File: src/pin_change_pkg.sv
// constants, types and register map of the port pin change detector
// Operation
// - Each of the eight pins has a rising-edge enable bit that arms detection of a low-to-high change on that pin.
// - Each of the eight pins has a falling-edge enable bit that arms detection of a high-to-low change on that pin.
// - A cleared edge enable bit makes changes of that polarity on its pin set no flag at all.
// - A pin's change flag sets on a rising edge with its rise enable set, or a falling edge with its fall enable set.
// - Every enabled edge also sets the shared port change interrupt flag along with the pin's own flag.
// - Both edge enable registers are readable and writable and reset to zero on every reset.
// - The change flag bits are readable, writable and set by hardware, and reset to zero on every reset.
package pin_change_pkg;

	// geometry of the port and the bus
	localparam int PIN_COUNT = 8;
	localparam int DATA_W    = 32;
	localparam int ADDR_W    = 5;

	// register byte offsets
	localparam logic [ADDR_W-1:0] RISE_OFS   = 5'h00;
	localparam logic [ADDR_W-1:0] FALL_OFS   = 5'h04;
	localparam logic [ADDR_W-1:0] FLAG_OFS   = 5'h08;
	localparam logic [ADDR_W-1:0] STATUS_OFS = 5'h0c;
	localparam logic [ADDR_W-1:0] MASK_OFS   = 5'h10;
	localparam logic [ADDR_W-1:0] LEVEL_OFS  = 5'h14;

	// interrupt status layout
	localparam int STAT_W       = 1;
	localparam int PORT_IRQ_BIT = 0;

	// reset values, one bit replicated over the field
	localparam logic RISE_RST_BIT = 1'b0;
	localparam logic FALL_RST_BIT = 1'b0;
	localparam logic FLAG_RST_BIT = 1'b0;
	localparam logic STAT_RST_BIT = 1'b0;
	localparam logic MASK_RST_BIT = 1'b0;

	// edges after reset release before the edge compare trusts its last sample
	localparam int PRIME_EDGES = 3;

	// bus answer sequencing
	typedef enum logic [0:0] {
		BUS_IDLE = 1'b0,
		BUS_ACK  = 1'b1
	} bus_state_t;

endpackage : pin_change_pkg

File: src/pin_event_if.sv
// carrier between synchroniser, edge detector and register logic
interface pin_event_if #(
	parameter int W = 8
);
	logic [W-1:0] level;
	logic [W-1:0] riseEnable;
	logic [W-1:0] fallEnable;
	logic [W-1:0] hit;

	modport sync (output level);
	modport det  (input level, input riseEnable, input fallEnable, output hit);
	modport ctl  (input level, input hit, output riseEnable, output fallEnable);
endinterface : pin_event_if

File: src/port_pin_change_detector.sv
// port pin change detector with avalon-mm register slave and interrupt
module port_pin_change_detector
	import pin_change_pkg::*;
#(
	parameter int PIN_COUNT = pin_change_pkg::PIN_COUNT
) (
	input  wire logic                              mclk,
	input  wire logic                              rst_n,
	input  wire logic [PIN_COUNT-1:0]              portPin,
	input  wire logic [pin_change_pkg::ADDR_W-1:0] address,
	input  wire logic                              read,
	input  wire logic                              write,
	input  wire logic [pin_change_pkg::DATA_W-1:0] writedata,
	input  wire logic [3:0]                        byteenable,
	output logic      [pin_change_pkg::DATA_W-1:0] readdata,
	output logic                                   waitrequest,
	output logic                                   portChangeIrq
);
	import pin_change_pkg::*;

	// refuse widths that do not fit the single byte lane
	if (PIN_COUNT < 1 || PIN_COUNT > 8)
	begin : g_bad_width
		$error("PIN_COUNT must lie between 1 and 8");
	end

	typedef struct packed {
		logic [PIN_COUNT-1:0] riseDetectEnable;
		logic [PIN_COUNT-1:0] fallDetectEnable;
		logic [PIN_COUNT-1:0] pinChangeFlag;
		logic [STAT_W-1:0]    irqStatus;
		logic [STAT_W-1:0]    irqMask;
		bus_state_t           busState;
		logic [DATA_W-1:0]    readData;
	} ctl_state_t;

	ctl_state_t           st;
	ctl_state_t           next_st;
	logic [DATA_W-1:0]    readMux;
	logic                 accept;
	logic                 lowLaneWrite;

	pin_event_if #(.W(PIN_COUNT)) pe ();

	// pin synchroniser and edge comparator
	pin_sync #(
		.W     (PIN_COUNT)
	) u_sync (
		.mclk  (mclk),
		.rst_n (rst_n),
		.pinIn (portPin),
		.ev    (pe)
	);

	edge_detect #(
		.W     (PIN_COUNT)
	) u_edge (
		.mclk  (mclk),
		.rst_n (rst_n),
		.ev    (pe)
	);

	// enables steer the comparator
	assign pe.riseEnable = st.riseDetectEnable;
	assign pe.fallEnable = st.fallDetectEnable;

	// request completes in the ack cycle
	assign accept       = (read || write) && (st.busState == BUS_ACK);
	assign waitrequest  = (read || write) && (st.busState != BUS_ACK);
	assign lowLaneWrite = accept && write && byteenable[0];

	// read decode, unmapped reads as zero
	always_comb
	begin
		readMux = '0;
		if (address == RISE_OFS)
			readMux[PIN_COUNT-1:0] = st.riseDetectEnable;
		else if (address == FALL_OFS)
			readMux[PIN_COUNT-1:0] = st.fallDetectEnable;
		else if (address == FLAG_OFS)
			readMux[PIN_COUNT-1:0] = st.pinChangeFlag;
		else if (address == STATUS_OFS)
			readMux[STAT_W-1:0] = st.irqStatus;
		else if (address == MASK_OFS)
			readMux[STAT_W-1:0] = st.irqMask;
		else if (address == LEVEL_OFS)
			readMux[PIN_COUNT-1:0] = pe.level;
	end

	// next state: bus sequencing, writes, read clear, hardware sets
	always_comb
	begin
		next_st = st;
		if (st.busState == BUS_IDLE)
		begin
			if (read || write)
			begin
				next_st.busState = BUS_ACK;
				if (read)
					next_st.readData = readMux;
			end
		end
		else
		begin
			next_st.busState = BUS_IDLE;
		end

		// register writes, low byte lane only
		if (lowLaneWrite)
		begin
			if (address == RISE_OFS)
				next_st.riseDetectEnable = writedata[PIN_COUNT-1:0];
			else if (address == FALL_OFS)
				next_st.fallDetectEnable = writedata[PIN_COUNT-1:0];
			else if (address == FLAG_OFS)
				next_st.pinChangeFlag = writedata[PIN_COUNT-1:0];
			else if (address == MASK_OFS)
				next_st.irqMask = writedata[STAT_W-1:0];
		end

		// clear only the status bits that were actually returned
		if (accept && read && address == STATUS_OFS)
			next_st.irqStatus = st.irqStatus & ~st.readData[STAT_W-1:0];

		// hardware set applied last so it wins over any clear
		next_st.pinChangeFlag = next_st.pinChangeFlag | pe.hit;
		next_st.irqStatus[PORT_IRQ_BIT] = next_st.irqStatus[PORT_IRQ_BIT] | (|pe.hit);
	end

	// state register, all fields zero on reset
	always_ff @(posedge mclk or negedge rst_n)
	begin
		if (!rst_n)
		begin
			st                  <= '0;
			st.riseDetectEnable <= {PIN_COUNT{RISE_RST_BIT}};
			st.fallDetectEnable <= {PIN_COUNT{FALL_RST_BIT}};
			st.pinChangeFlag    <= {PIN_COUNT{FLAG_RST_BIT}};
			st.irqStatus        <= {STAT_W{STAT_RST_BIT}};
			st.irqMask          <= {STAT_W{MASK_RST_BIT}};
			st.busState         <= BUS_IDLE;
		end
		else
		begin
			st <= next_st;
		end
	end

	// outputs
	assign readdata      = st.readData;
	assign portChangeIrq = |(st.irqStatus & st.irqMask);

	// helper: previous synchronised level and primed marker
	logic [PIN_COUNT-1:0]   lastLevel;
	logic [PRIME_EDGES-1:0] seen;

	always_ff @(posedge mclk or negedge rst_n)
	begin
		if (!rst_n)
		begin
			lastLevel <= '0;
			seen      <= '0;
		end
		else
		begin
			lastLevel <= pe.level;
			seen      <= {seen[PRIME_EDGES-2:0], 1'b1};
		end
	end

	// helper: raw edges seen by this checker, before the enables are applied
	logic [PIN_COUNT-1:0] riseSeen;
	logic [PIN_COUNT-1:0] fallSeen;
	logic                 flagWrite;

	assign riseSeen  = {PIN_COUNT{seen[PRIME_EDGES-1]}} & pe.level & ~lastLevel;
	assign fallSeen  = {PIN_COUNT{seen[PRIME_EDGES-1]}} & ~pe.level & lastLevel;
	assign flagWrite = lowLaneWrite && (address == FLAG_OFS);

	// enabled rising edge sets its flag next cycle
	a_rise_sets_flag: assert property (@(posedge mclk) disable iff (!rst_n)
		|(riseSeen & st.riseDetectEnable)
		|=> ((st.pinChangeFlag & $past(riseSeen & st.riseDetectEnable)) == $past(riseSeen & st.riseDetectEnable)))
		else $error("enabled rising edge did not set its flag");

	// enabled falling edge sets its flag next cycle
	a_fall_sets_flag: assert property (@(posedge mclk) disable iff (!rst_n)
		|(fallSeen & st.fallDetectEnable)
		|=> ((st.pinChangeFlag & $past(fallSeen & st.fallDetectEnable)) == $past(fallSeen & st.fallDetectEnable)))
		else $error("enabled falling edge did not set its flag");

	// a flag rises only from a qualified edge or a software write
	a_no_stray_set: assert property (@(posedge mclk) disable iff (!rst_n)
		!flagWrite
		|=> ((st.pinChangeFlag & ~$past(st.pinChangeFlag)
			& ~$past((riseSeen & st.riseDetectEnable) | (fallSeen & st.fallDetectEnable))) == '0))
		else $error("flag set without an enabled edge");

	// any hit raises the shared status bit, then the irq if unmasked
	a_shared_irq_set: assert property (@(posedge mclk) disable iff (!rst_n)
		(|pe.hit) |=> st.irqStatus[PORT_IRQ_BIT] && (portChangeIrq == st.irqMask[PORT_IRQ_BIT]))
		else $error("shared change flag not raised by an edge");

	// both enables: either direction sets the flag
	a_both_edges: assert property (@(posedge mclk) disable iff (!rst_n)
		|((riseSeen | fallSeen) & st.riseDetectEnable & st.fallDetectEnable)
		|=> (|st.pinChangeFlag) && st.irqStatus[PORT_IRQ_BIT])
		else $error("change in either direction missed with both enables");

	// software write to the flag register stores the value when no edge lands
	a_flag_write_clear: assert property (@(posedge mclk) disable iff (!rst_n)
		flagWrite && (pe.hit == '0)
		|=> st.pinChangeFlag == $past(writedata[PIN_COUNT-1:0]))
		else $error("flag write did not take effect");

	// hardware set beats a simultaneous clear
	a_set_beats_clear: assert property (@(posedge mclk) disable iff (!rst_n)
		flagWrite && (pe.hit != '0)
		|=> ((st.pinChangeFlag & $past(pe.hit)) == $past(pe.hit)))
		else $error("simultaneous clear lost a hardware set");

	// flags hold while nothing writes them
	a_flag_sticky: assert property (@(posedge mclk) disable iff (!rst_n)
		!flagWrite |=> ((st.pinChangeFlag & $past(st.pinChangeFlag)) == $past(st.pinChangeFlag)))
		else $error("flag dropped without a write");

	// rise enable register reads back what was written
	a_enable_readback: assert property (@(posedge mclk) disable iff (!rst_n)
		lowLaneWrite && (address == RISE_OFS)
		|=> st.riseDetectEnable == $past(writedata[PIN_COUNT-1:0]))
		else $error("rise enable write not stored");

	// everything zero while reset is held
	a_reset_values: assert property (@(posedge mclk)
		!rst_n && ($past(rst_n) == 1'b0) |-> (st.riseDetectEnable == '0) && (st.fallDetectEnable == '0)
			&& (st.pinChangeFlag == '0) && !portChangeIrq)
		else $error("registers not zero during reset");

	// every request is answered within one wait cycle
	a_wait_bound: assert property (@(posedge mclk) disable iff (!rst_n)
		(read || write) |-> ##[0:1] !waitrequest)
		else $error("bus request not answered in time");

	// first cycle of a request always waits
	a_first_wait: assert property (@(posedge mclk) disable iff (!rst_n)
		(read || write) && (st.busState == BUS_IDLE)
		|-> waitrequest)
		else $error("request answered without its wait cycle");

	// fall enable stores the written low byte
	a_fall_readback: assert property (@(posedge mclk) disable iff (!rst_n)
		lowLaneWrite && (address == FALL_OFS)
		|=> st.fallDetectEnable == $past(writedata[PIN_COUNT-1:0]))
		else $error("fall enable write not stored");

	// mask stores its written bit
	a_mask_write: assert property (@(posedge mclk) disable iff (!rst_n)
		lowLaneWrite && (address == MASK_OFS)
		|=> st.irqMask == $past(writedata[STAT_W-1:0]))
		else $error("mask write not stored");

	// a write without lane 0 leaves the software registers alone
	a_lane_guard: assert property (@(posedge mclk) disable iff (!rst_n)
		accept && write && !byteenable[0]
		|=> $stable(st.riseDetectEnable) && $stable(st.fallDetectEnable)
			&& $stable(st.irqMask))
		else $error("write without lane 0 changed a register");

	// status ignores writes
	a_status_ro: assert property (@(posedge mclk) disable iff (!rst_n)
		lowLaneWrite && (address == STATUS_OFS) && (pe.hit == '0)
		|=> $stable(st.irqStatus))
		else $error("status changed by a write");

	// a status read clears what it returned unless an edge lands
	a_status_clear: assert property (@(posedge mclk) disable iff (!rst_n)
		accept && read && (address == STATUS_OFS) && (pe.hit == '0)
		|=> (st.irqStatus & $past(st.readData[STAT_W-1:0])) == '0)
		else $error("status read did not clear");

	// read data stands until the next read is captured
	a_read_stable: assert property (@(posedge mclk) disable iff (!rst_n)
		!(read && (st.busState == BUS_IDLE))
		|=> $stable(readdata))
		else $error("read data changed between reads");

	// unused upper read bits stay zero
	a_upper_zero: assert property (@(posedge mclk) disable iff (!rst_n)
		readdata[DATA_W-1:PIN_COUNT] == '0)
		else $error("upper read data bits not zero");

	// a hit needs an armed polarity on its pin
	a_hit_enabled: assert property (@(posedge mclk) disable iff (!rst_n)
		(pe.hit & ~(st.riseDetectEnable | st.fallDetectEnable)) == '0)
		else $error("edge hit on a pin with no enable");

	// no edge in the blind cycles after reset release
	a_reset_blind: assert property (@(posedge mclk)
		$rose(rst_n) |-> (pe.hit == '0) [*3])
		else $error("false edge right after reset");

endmodule : port_pin_change_detector

File: src/pin_sync.sv
// two-flop synchroniser for the port pins
module pin_sync #(
	parameter int W = 8
) (
	input wire logic         mclk,
	input wire logic         rst_n,
	input wire logic [W-1:0] pinIn,
	pin_event_if.sync        ev
);
	typedef struct packed {
		logic [W-1:0] stage1;
		logic [W-1:0] stage2;
	} sync_state_t;

	sync_state_t st;
	sync_state_t next_st;

	// first stage feeds only the second
	always_comb
	begin
		next_st.stage1 = pinIn;
		next_st.stage2 = st.stage1;
	end

	always_ff @(posedge mclk or negedge rst_n)
	begin
		if (!rst_n)
			st <= '0;
		else
			st <= next_st;
	end

	assign ev.level = st.stage2;
endmodule : pin_sync

File: src/edge_detect.sv
// per-pin edge comparison against the previous synchronised sample
module edge_detect #(
	parameter int W = 8
) (
	input wire logic mclk,
	input wire logic rst_n,
	pin_event_if.det ev
);
	typedef struct packed {
		logic [W-1:0]                           prev;
		logic [pin_change_pkg::PRIME_EDGES-1:0] fill;
	} edge_state_t;

	edge_state_t st;
	edge_state_t next_st;

	// remember last level; fill chain keeps the compare blind until prev holds a synchronised sample
	always_comb
	begin
		next_st.prev = ev.level;
		next_st.fill = {st.fill[pin_change_pkg::PRIME_EDGES-2:0], 1'b1};
	end

	always_ff @(posedge mclk or negedge rst_n)
	begin
		if (!rst_n)
			st <= '0;
		else
			st <= next_st;
	end

	// qualified edges, disabled polarities dropped
	assign ev.hit = {W{st.fill[pin_change_pkg::PRIME_EDGES-1]}}
		& ((ev.riseEnable & ev.level & ~st.prev)
		| (ev.fallEnable & ~ev.level & st.prev));
endmodule : edge_detect

File: config.mk
export PLATFORM = sky130hd
export DESIGN_NAME = port_pin_change_detector
export DESIGN_NICKNAME = d
export VERILOG_FILES = /design/src/pin_change_pkg.sv /design/src/pin_event_if.sv /design/src/port_pin_change_detector.sv /design/src/pin_sync.sv /design/src/edge_detect.sv
export SDC_FILE = /design/constraint.sdc
export NUM_CORES = 1
export LEC_CHECK = 0
export ABC_AREA = 1
export BUFFER_PORTS_ARGS = -buffer_cell sky130_fd_sc_hd__buf_2
export CAP_MARGIN = 20
export CORE_UTILIZATION = 30
export CTS_CLUSTER_SIZE = 10
export DETAILED_ROUTE_END_ITERATION = 12
export PLACE_DENSITY = 0.47
export SKIP_LAST_GASP = 1
export SLEW_MARGIN = 20
export SYNTH_ARGS = -nofsm -noshare
export SYNTH_HDL_FRONTEND = slang
export SYNTH_SLANG_ARGS = --single-unit
File: constraint.sdc
create_clock -name mclk -period 1.9 [get_ports mclk]
set_input_delay 0 -clock mclk [delete_from_list [all_inputs] [get_ports mclk]]
set_output_delay 0 -clock mclk [all_outputs]
set_load 0.02 [all_outputs]
==> results_tabular.tex <==
\begin{tabular}{lr}
\hline
Metric & Value \\
\hline
\multicolumn{2}{l}{\textbf{Power and ir drop}} \\
\quad Internal power of the cells & 2.167 mW \\
\quad Pwr dens & 862.5 mW/mm\^{}2 \\
\quad Worst ir drop on vdd & 0.3502 mV \\
\quad Power share of the combinational group & 13.3\% \\
\quad Leakage Power & 1.741 nW \\
\quad Clock power share & 37.0\% \\
\quad Portion of total power attributed to sequential cells & 49.7\% \\
\quad Share of total power consumed by net switching & 26.81\% \\
\quad Switching pwr & 0.7939 mW \\
\multicolumn{2}{l}{\textbf{Clock network}} \\
\quad Clock root cell & sky130\_fd\_sc\_hd\_\_clkbuf\_8 \\
\quad Clock Tree Buf Depth & 2 \\
\quad Total clock sinks & 62 \\
\quad Worst-skew pair later-pin latency & 0.34 ns \\
\quad Clock transition at path regs & 0.07 ns \\
\quad Number of buffers added for setup after CTS & 0 \\
\quad TritonCTS clock tree & built \\
\quad TritonCTS Buffers & 9 \\
\quad H-tree depth reported by CTS & 3 \\
\multicolumn{2}{l}{\textbf{Global route}} \\
\quad Wire length of the first global-routing pass & 10.16 mm \\
\quad Global-route usage over all layers & 13.80\% \\
\quad Number of global-route vias before repair & 1973 \\
\quad Number of antenna violations at the first check in global routing & 0 \\
\quad Maximum number of pins on one net before global-route repair & 63 \\
\quad Aggregate global routing overflow & 0 \\
\multicolumn{2}{l}{\textbf{Logic synthesis}} \\
\quad Commonest register cell after synthesis & sky130\_fd\_sc\_hd\_\_dfrtp\_1 \\
\quad Portion of synthesized cell area occupied by the leading cell type & 54.01\% \\
\quad Most instantiated library cell after synthesis & sky130\_fd\_sc\_hd\_\_nand2\_1 \\
\quad FFs w/ async S/R, synth & 100.0\% \\
\quad Top area cells in the synthesized netlist & sky130\_fd\_sc\_hd\_\_dfrtp\_1 54\%, sky130\_fd\_sc\_hd\_\_buf\_4 8.4\%, sky130\_fd\_sc\_hd\_\_nand2\_1 8.4\% \\
\quad Netlist area before placement & 0.002873 sq mm \\
\quad Count of unique library cells instantiated by Yosys & 27 \\
\quad Number of synthesized register bits & 62 \\
\quad Sequential element share of the synthesized area & 54.01\% \\
\quad Average cell area after synthesis & 9.237 sq um \\
\quad Commonest cells in the netlist & 64 x sky130\_fd\_sc\_hd\_\_nand2\_1, 62 x sky130\_fd\_sc\_hd\_\_dfrtp\_1, 32 x sky130\_fd\_sc\_hd\_\_buf\_4 \\
\quad Largest area contributor in the synthesized netlist & sky130\_fd\_sc\_hd\_\_dfrtp\_1 \\
\quad Synthesized netlist cell count & 311 \\
\quad Number of flops mapped to enable cells by yosys & 0 \\
\quad Synthesis Warnings & 0 \\
\multicolumn{2}{l}{\textbf{Drt}} \\
\quad Detailed Route Iter0 Violations & 124 \\
\quad Top Metal Used & met4 \\
\quad DRC & 0 \\
\quad Mean number of vias per cell & 4.168 \\
\quad Met3 WL & 292 microns \\
\quad Total wire length & 6.154 mm \\
\quad Routed WL per cell & 12.33 microns \\
\quad Routed length on met1 & 3.117 mm \\
\quad Iteration count of the initial detailed-routing pass & 4 \\
\quad Remaining antenna violation count after routing & 0 \\
\quad Via Count & 2080 \\
\quad DR WL met2 & 2.614 mm \\
\multicolumn{2}{l}{\textbf{Timing}} \\
\quad Worst clock skew & 0.009026 ns \\
\quad Fmax achieved & 635.8 MHz \\
\quad Final worst setup slack & 0.3271 ns \\
\quad Final cycle utilization of the critical path & 82.78\% \\
\quad Number of max-slew violations in the final report & 0 \\
\quad Number of hold violations in the final report & 0 \\
\quad Setup-failing EPs final & 0 \\
\quad Worst slew pin tran & 0.7890 ns \\
\quad Smallest hold slack & 0.01849 ns \\
\quad RSZ-0062 raised after global routing & no \\
\quad Total negative setup slack & 0 ns \\
\quad Relative slew slack & 47.40\% \\
\quad Time the worst path needs with I/O delays and setup & 1.573 ns \\
\multicolumn{2}{l}{\textbf{Setup path}} \\
\quad Crit. End Element & primary output \\
\quad Max Fanout on Critical Path & 17 \\
\quad Startpoint Class & register \\
\quad Arrival @ worst endpoint & 1.57 ns \\
\quad Flop-to-flop setup slack & 0.44 ns \\
\quad Worst Setup Path Type & reg2out \\
\quad Data required time at the worst endpoint & 1.90 ns \\
\multicolumn{2}{l}{\textbf{Die}} \\
\quad Core area & 0.009240 sq mm \\
\quad Starting utilization of the core area & 31.09\% \\
\quad Die Height & 99.86 microns \\
\quad DIE AREA & 0.009971 sq mm \\
\quad Placement Rows & 35 \\
\quad Boundary pin count & 87 \\
\quad Horizontal extent of the die & 99.86 microns \\
\multicolumn{2}{l}{\textbf{Cells and area}} \\
\quad Share of cells above drive strength 1 & 20.81\% \\
\quad Antenna diode instance count & 0 \\
\quad Utilization after layout & 37.16\% \\
\quad Layout net count & 419 \\
\quad Signed area change from the synthesized netlist to the final layout & 19.51\% \\
\quad Filler-free cell count of the finished design & 499 \\
\multicolumn{2}{l}{\textbf{Hold path}} \\
\quad Type of the worst min-delay path & in2reg \\
\multicolumn{2}{l}{\textbf{Job}} \\
\quad Max capacitance violation total & 0 \\
\multicolumn{2}{l}{\textbf{Outcome}} \\
\quad Status & finished clean \\
\multicolumn{2}{l}{\textbf{Placement}} \\
\quad IO buf count & 35 \\
\quad GP Congestion & 0.7718 \\
\quad Worst setup timing slack at the placement stage & 0.4213 ns \\
\quad Cell count after placement & 466 \\
\quad Detailed placer's ending HPWL & 4.170 mm \\
\hline
\end{tabular}
power by group through the flow:
stage	combinational [mW]	sequential [mW]	clock (mW)
floorplan	0.303	1.48	0
global placement	0.367	1.49	0
detailed placement	0.372	1.50	0
CTS	0.401	1.47	1.13
global route	0.449	1.48	1.19
finish	0.394	1.47	1.09
cell type report:
class                      instances  area (sq um)
clock buffer                      15         186.4
fill                             980          5807
inverter                          38         142.6
multi-input combinational        196         978.4
sequential                        62          1551
tap                              129         161.4
timing repair buffer              59         412.9
kinds of logic (layout without fill, tap and decap cells):
kind of cell	after synthesis	in the layout	share of synthesized area (%)
buffers and inverters	76	112	14.94
AND/OR/NAND/NOR	106	106	17.55
flip-flops	62	62	54.01
other	2	25	0.2614
AO/OA/AOI/OAI	65	65	13.24
metrics by stage:
step | cell area [sq um] | power (mW)
floorplan | 2959 | 1.784
global route | 3433 | 3.125
global placement | 3067 | 1.861
CTS | 3433 | 3.007
detailed placement | 3067 | 1.870
finish | 3433 | 2.961
timing repair:
action | in CTS | in global routing
hold buffers | 18 | 0
resized for setup | 0 | 0
hold endpoints to repair | 94 | 0
endpoints found under the setup margin | 0 | 0
cell usage in the layout (no fill, tap or decap):
cell type,instances
sky130_fd_sc_hd__clkbuf_1,2
sky130_fd_sc_hd__buf_2,35
sky130_fd_sc_hd__conb_1,25
sky130_fd_sc_hd__o21ai_2,5
sky130_fd_sc_hd__nand3_2,1
sky130_fd_sc_hd__o21ai_0,19
sky130_fd_sc_hd__buf_4,5
sky130_fd_sc_hd__inv_1,31
sky130_fd_sc_hd__dlygate4sd3_1,18
sky130_fd_sc_hd__nor2_4,3
sky130_fd_sc_hd__nand3b_1,3
sky130_fd_sc_hd__nand3_4,1
sky130_fd_sc_hd__o211ai_1,8
sky130_fd_sc_hd__nand3_1,12
sky130_fd_sc_hd__dfrtp_1,62
sky130_fd_sc_hd__inv_2,7
sky130_fd_sc_hd__or2_1,1
sky130_fd_sc_hd__nor3_4,1
sky130_fd_sc_hd__nor2_1,11
sky130_fd_sc_hd__o21bai_1,1
sky130_fd_sc_hd__a21oi_1,12
sky130_fd_sc_hd__nor2_2,2
sky130_fd_sc_hd__clkbuf_8,13
sky130_fd_sc_hd__a21oi_2,3
sky130_fd_sc_hd__buf_12,1
sky130_fd_sc_hd__nand4_1,7
sky130_fd_sc_hd__nand2_1,64
sky130_fd_sc_hd__a21o_1,1
sky130_fd_sc_hd__o21ai_1,16
worst paths after layout:
check                                             from                            to  cells past startpoint
setup / recovery                      st[32]$_DFF_PN0_                   waitrequest                      4
hold / removal                                    read              st[34]$_DFF_PN0_                      4
setup reg to reg                      st[32]$_DFF_PN0_  pe.riseEnable[7]$_DFFE_PN0P_                      4
hold reg to reg            u_sync.next_st[1]$_DFF_PN0_  u_sync.ev.level[1]$_DFF_PN0_                      0
max in group asynchronous                        rst_n  pe.riseEnable[6]$_DFFE_PN0P_                      3
min in group asynchronous                        rst_n              st[40]$_DFF_PN0_                      3
critical path: stages (launching register included):
cell                      delay [ns]
sky130_fd_sc_hd__dfrtp_1        0.36
sky130_fd_sc_hd__inv_1          0.06
sky130_fd_sc_hd__nand2_1        0.46
sky130_fd_sc_hd__nand2_1        0.15
sky130_fd_sc_hd__buf_2          0.20
routing by layer:
metal	global-route usage, %	vias up
met5	0	-
met4	7.466	0
met3	2.786	9
met2	19.89	66
met1	19.42	950
li1	-	1055
registers in the layout (all words and copies together) (netlist names):
register / cells
pe.fallEnable: 8
pe.riseEnable: 8
readdata: 8
st: 11
u_edge.next_st: 2
u_edge.st: 9
u_sync.ev.level: 8
u_sync.next_st: 8
(Power assumes the default switching activity.)
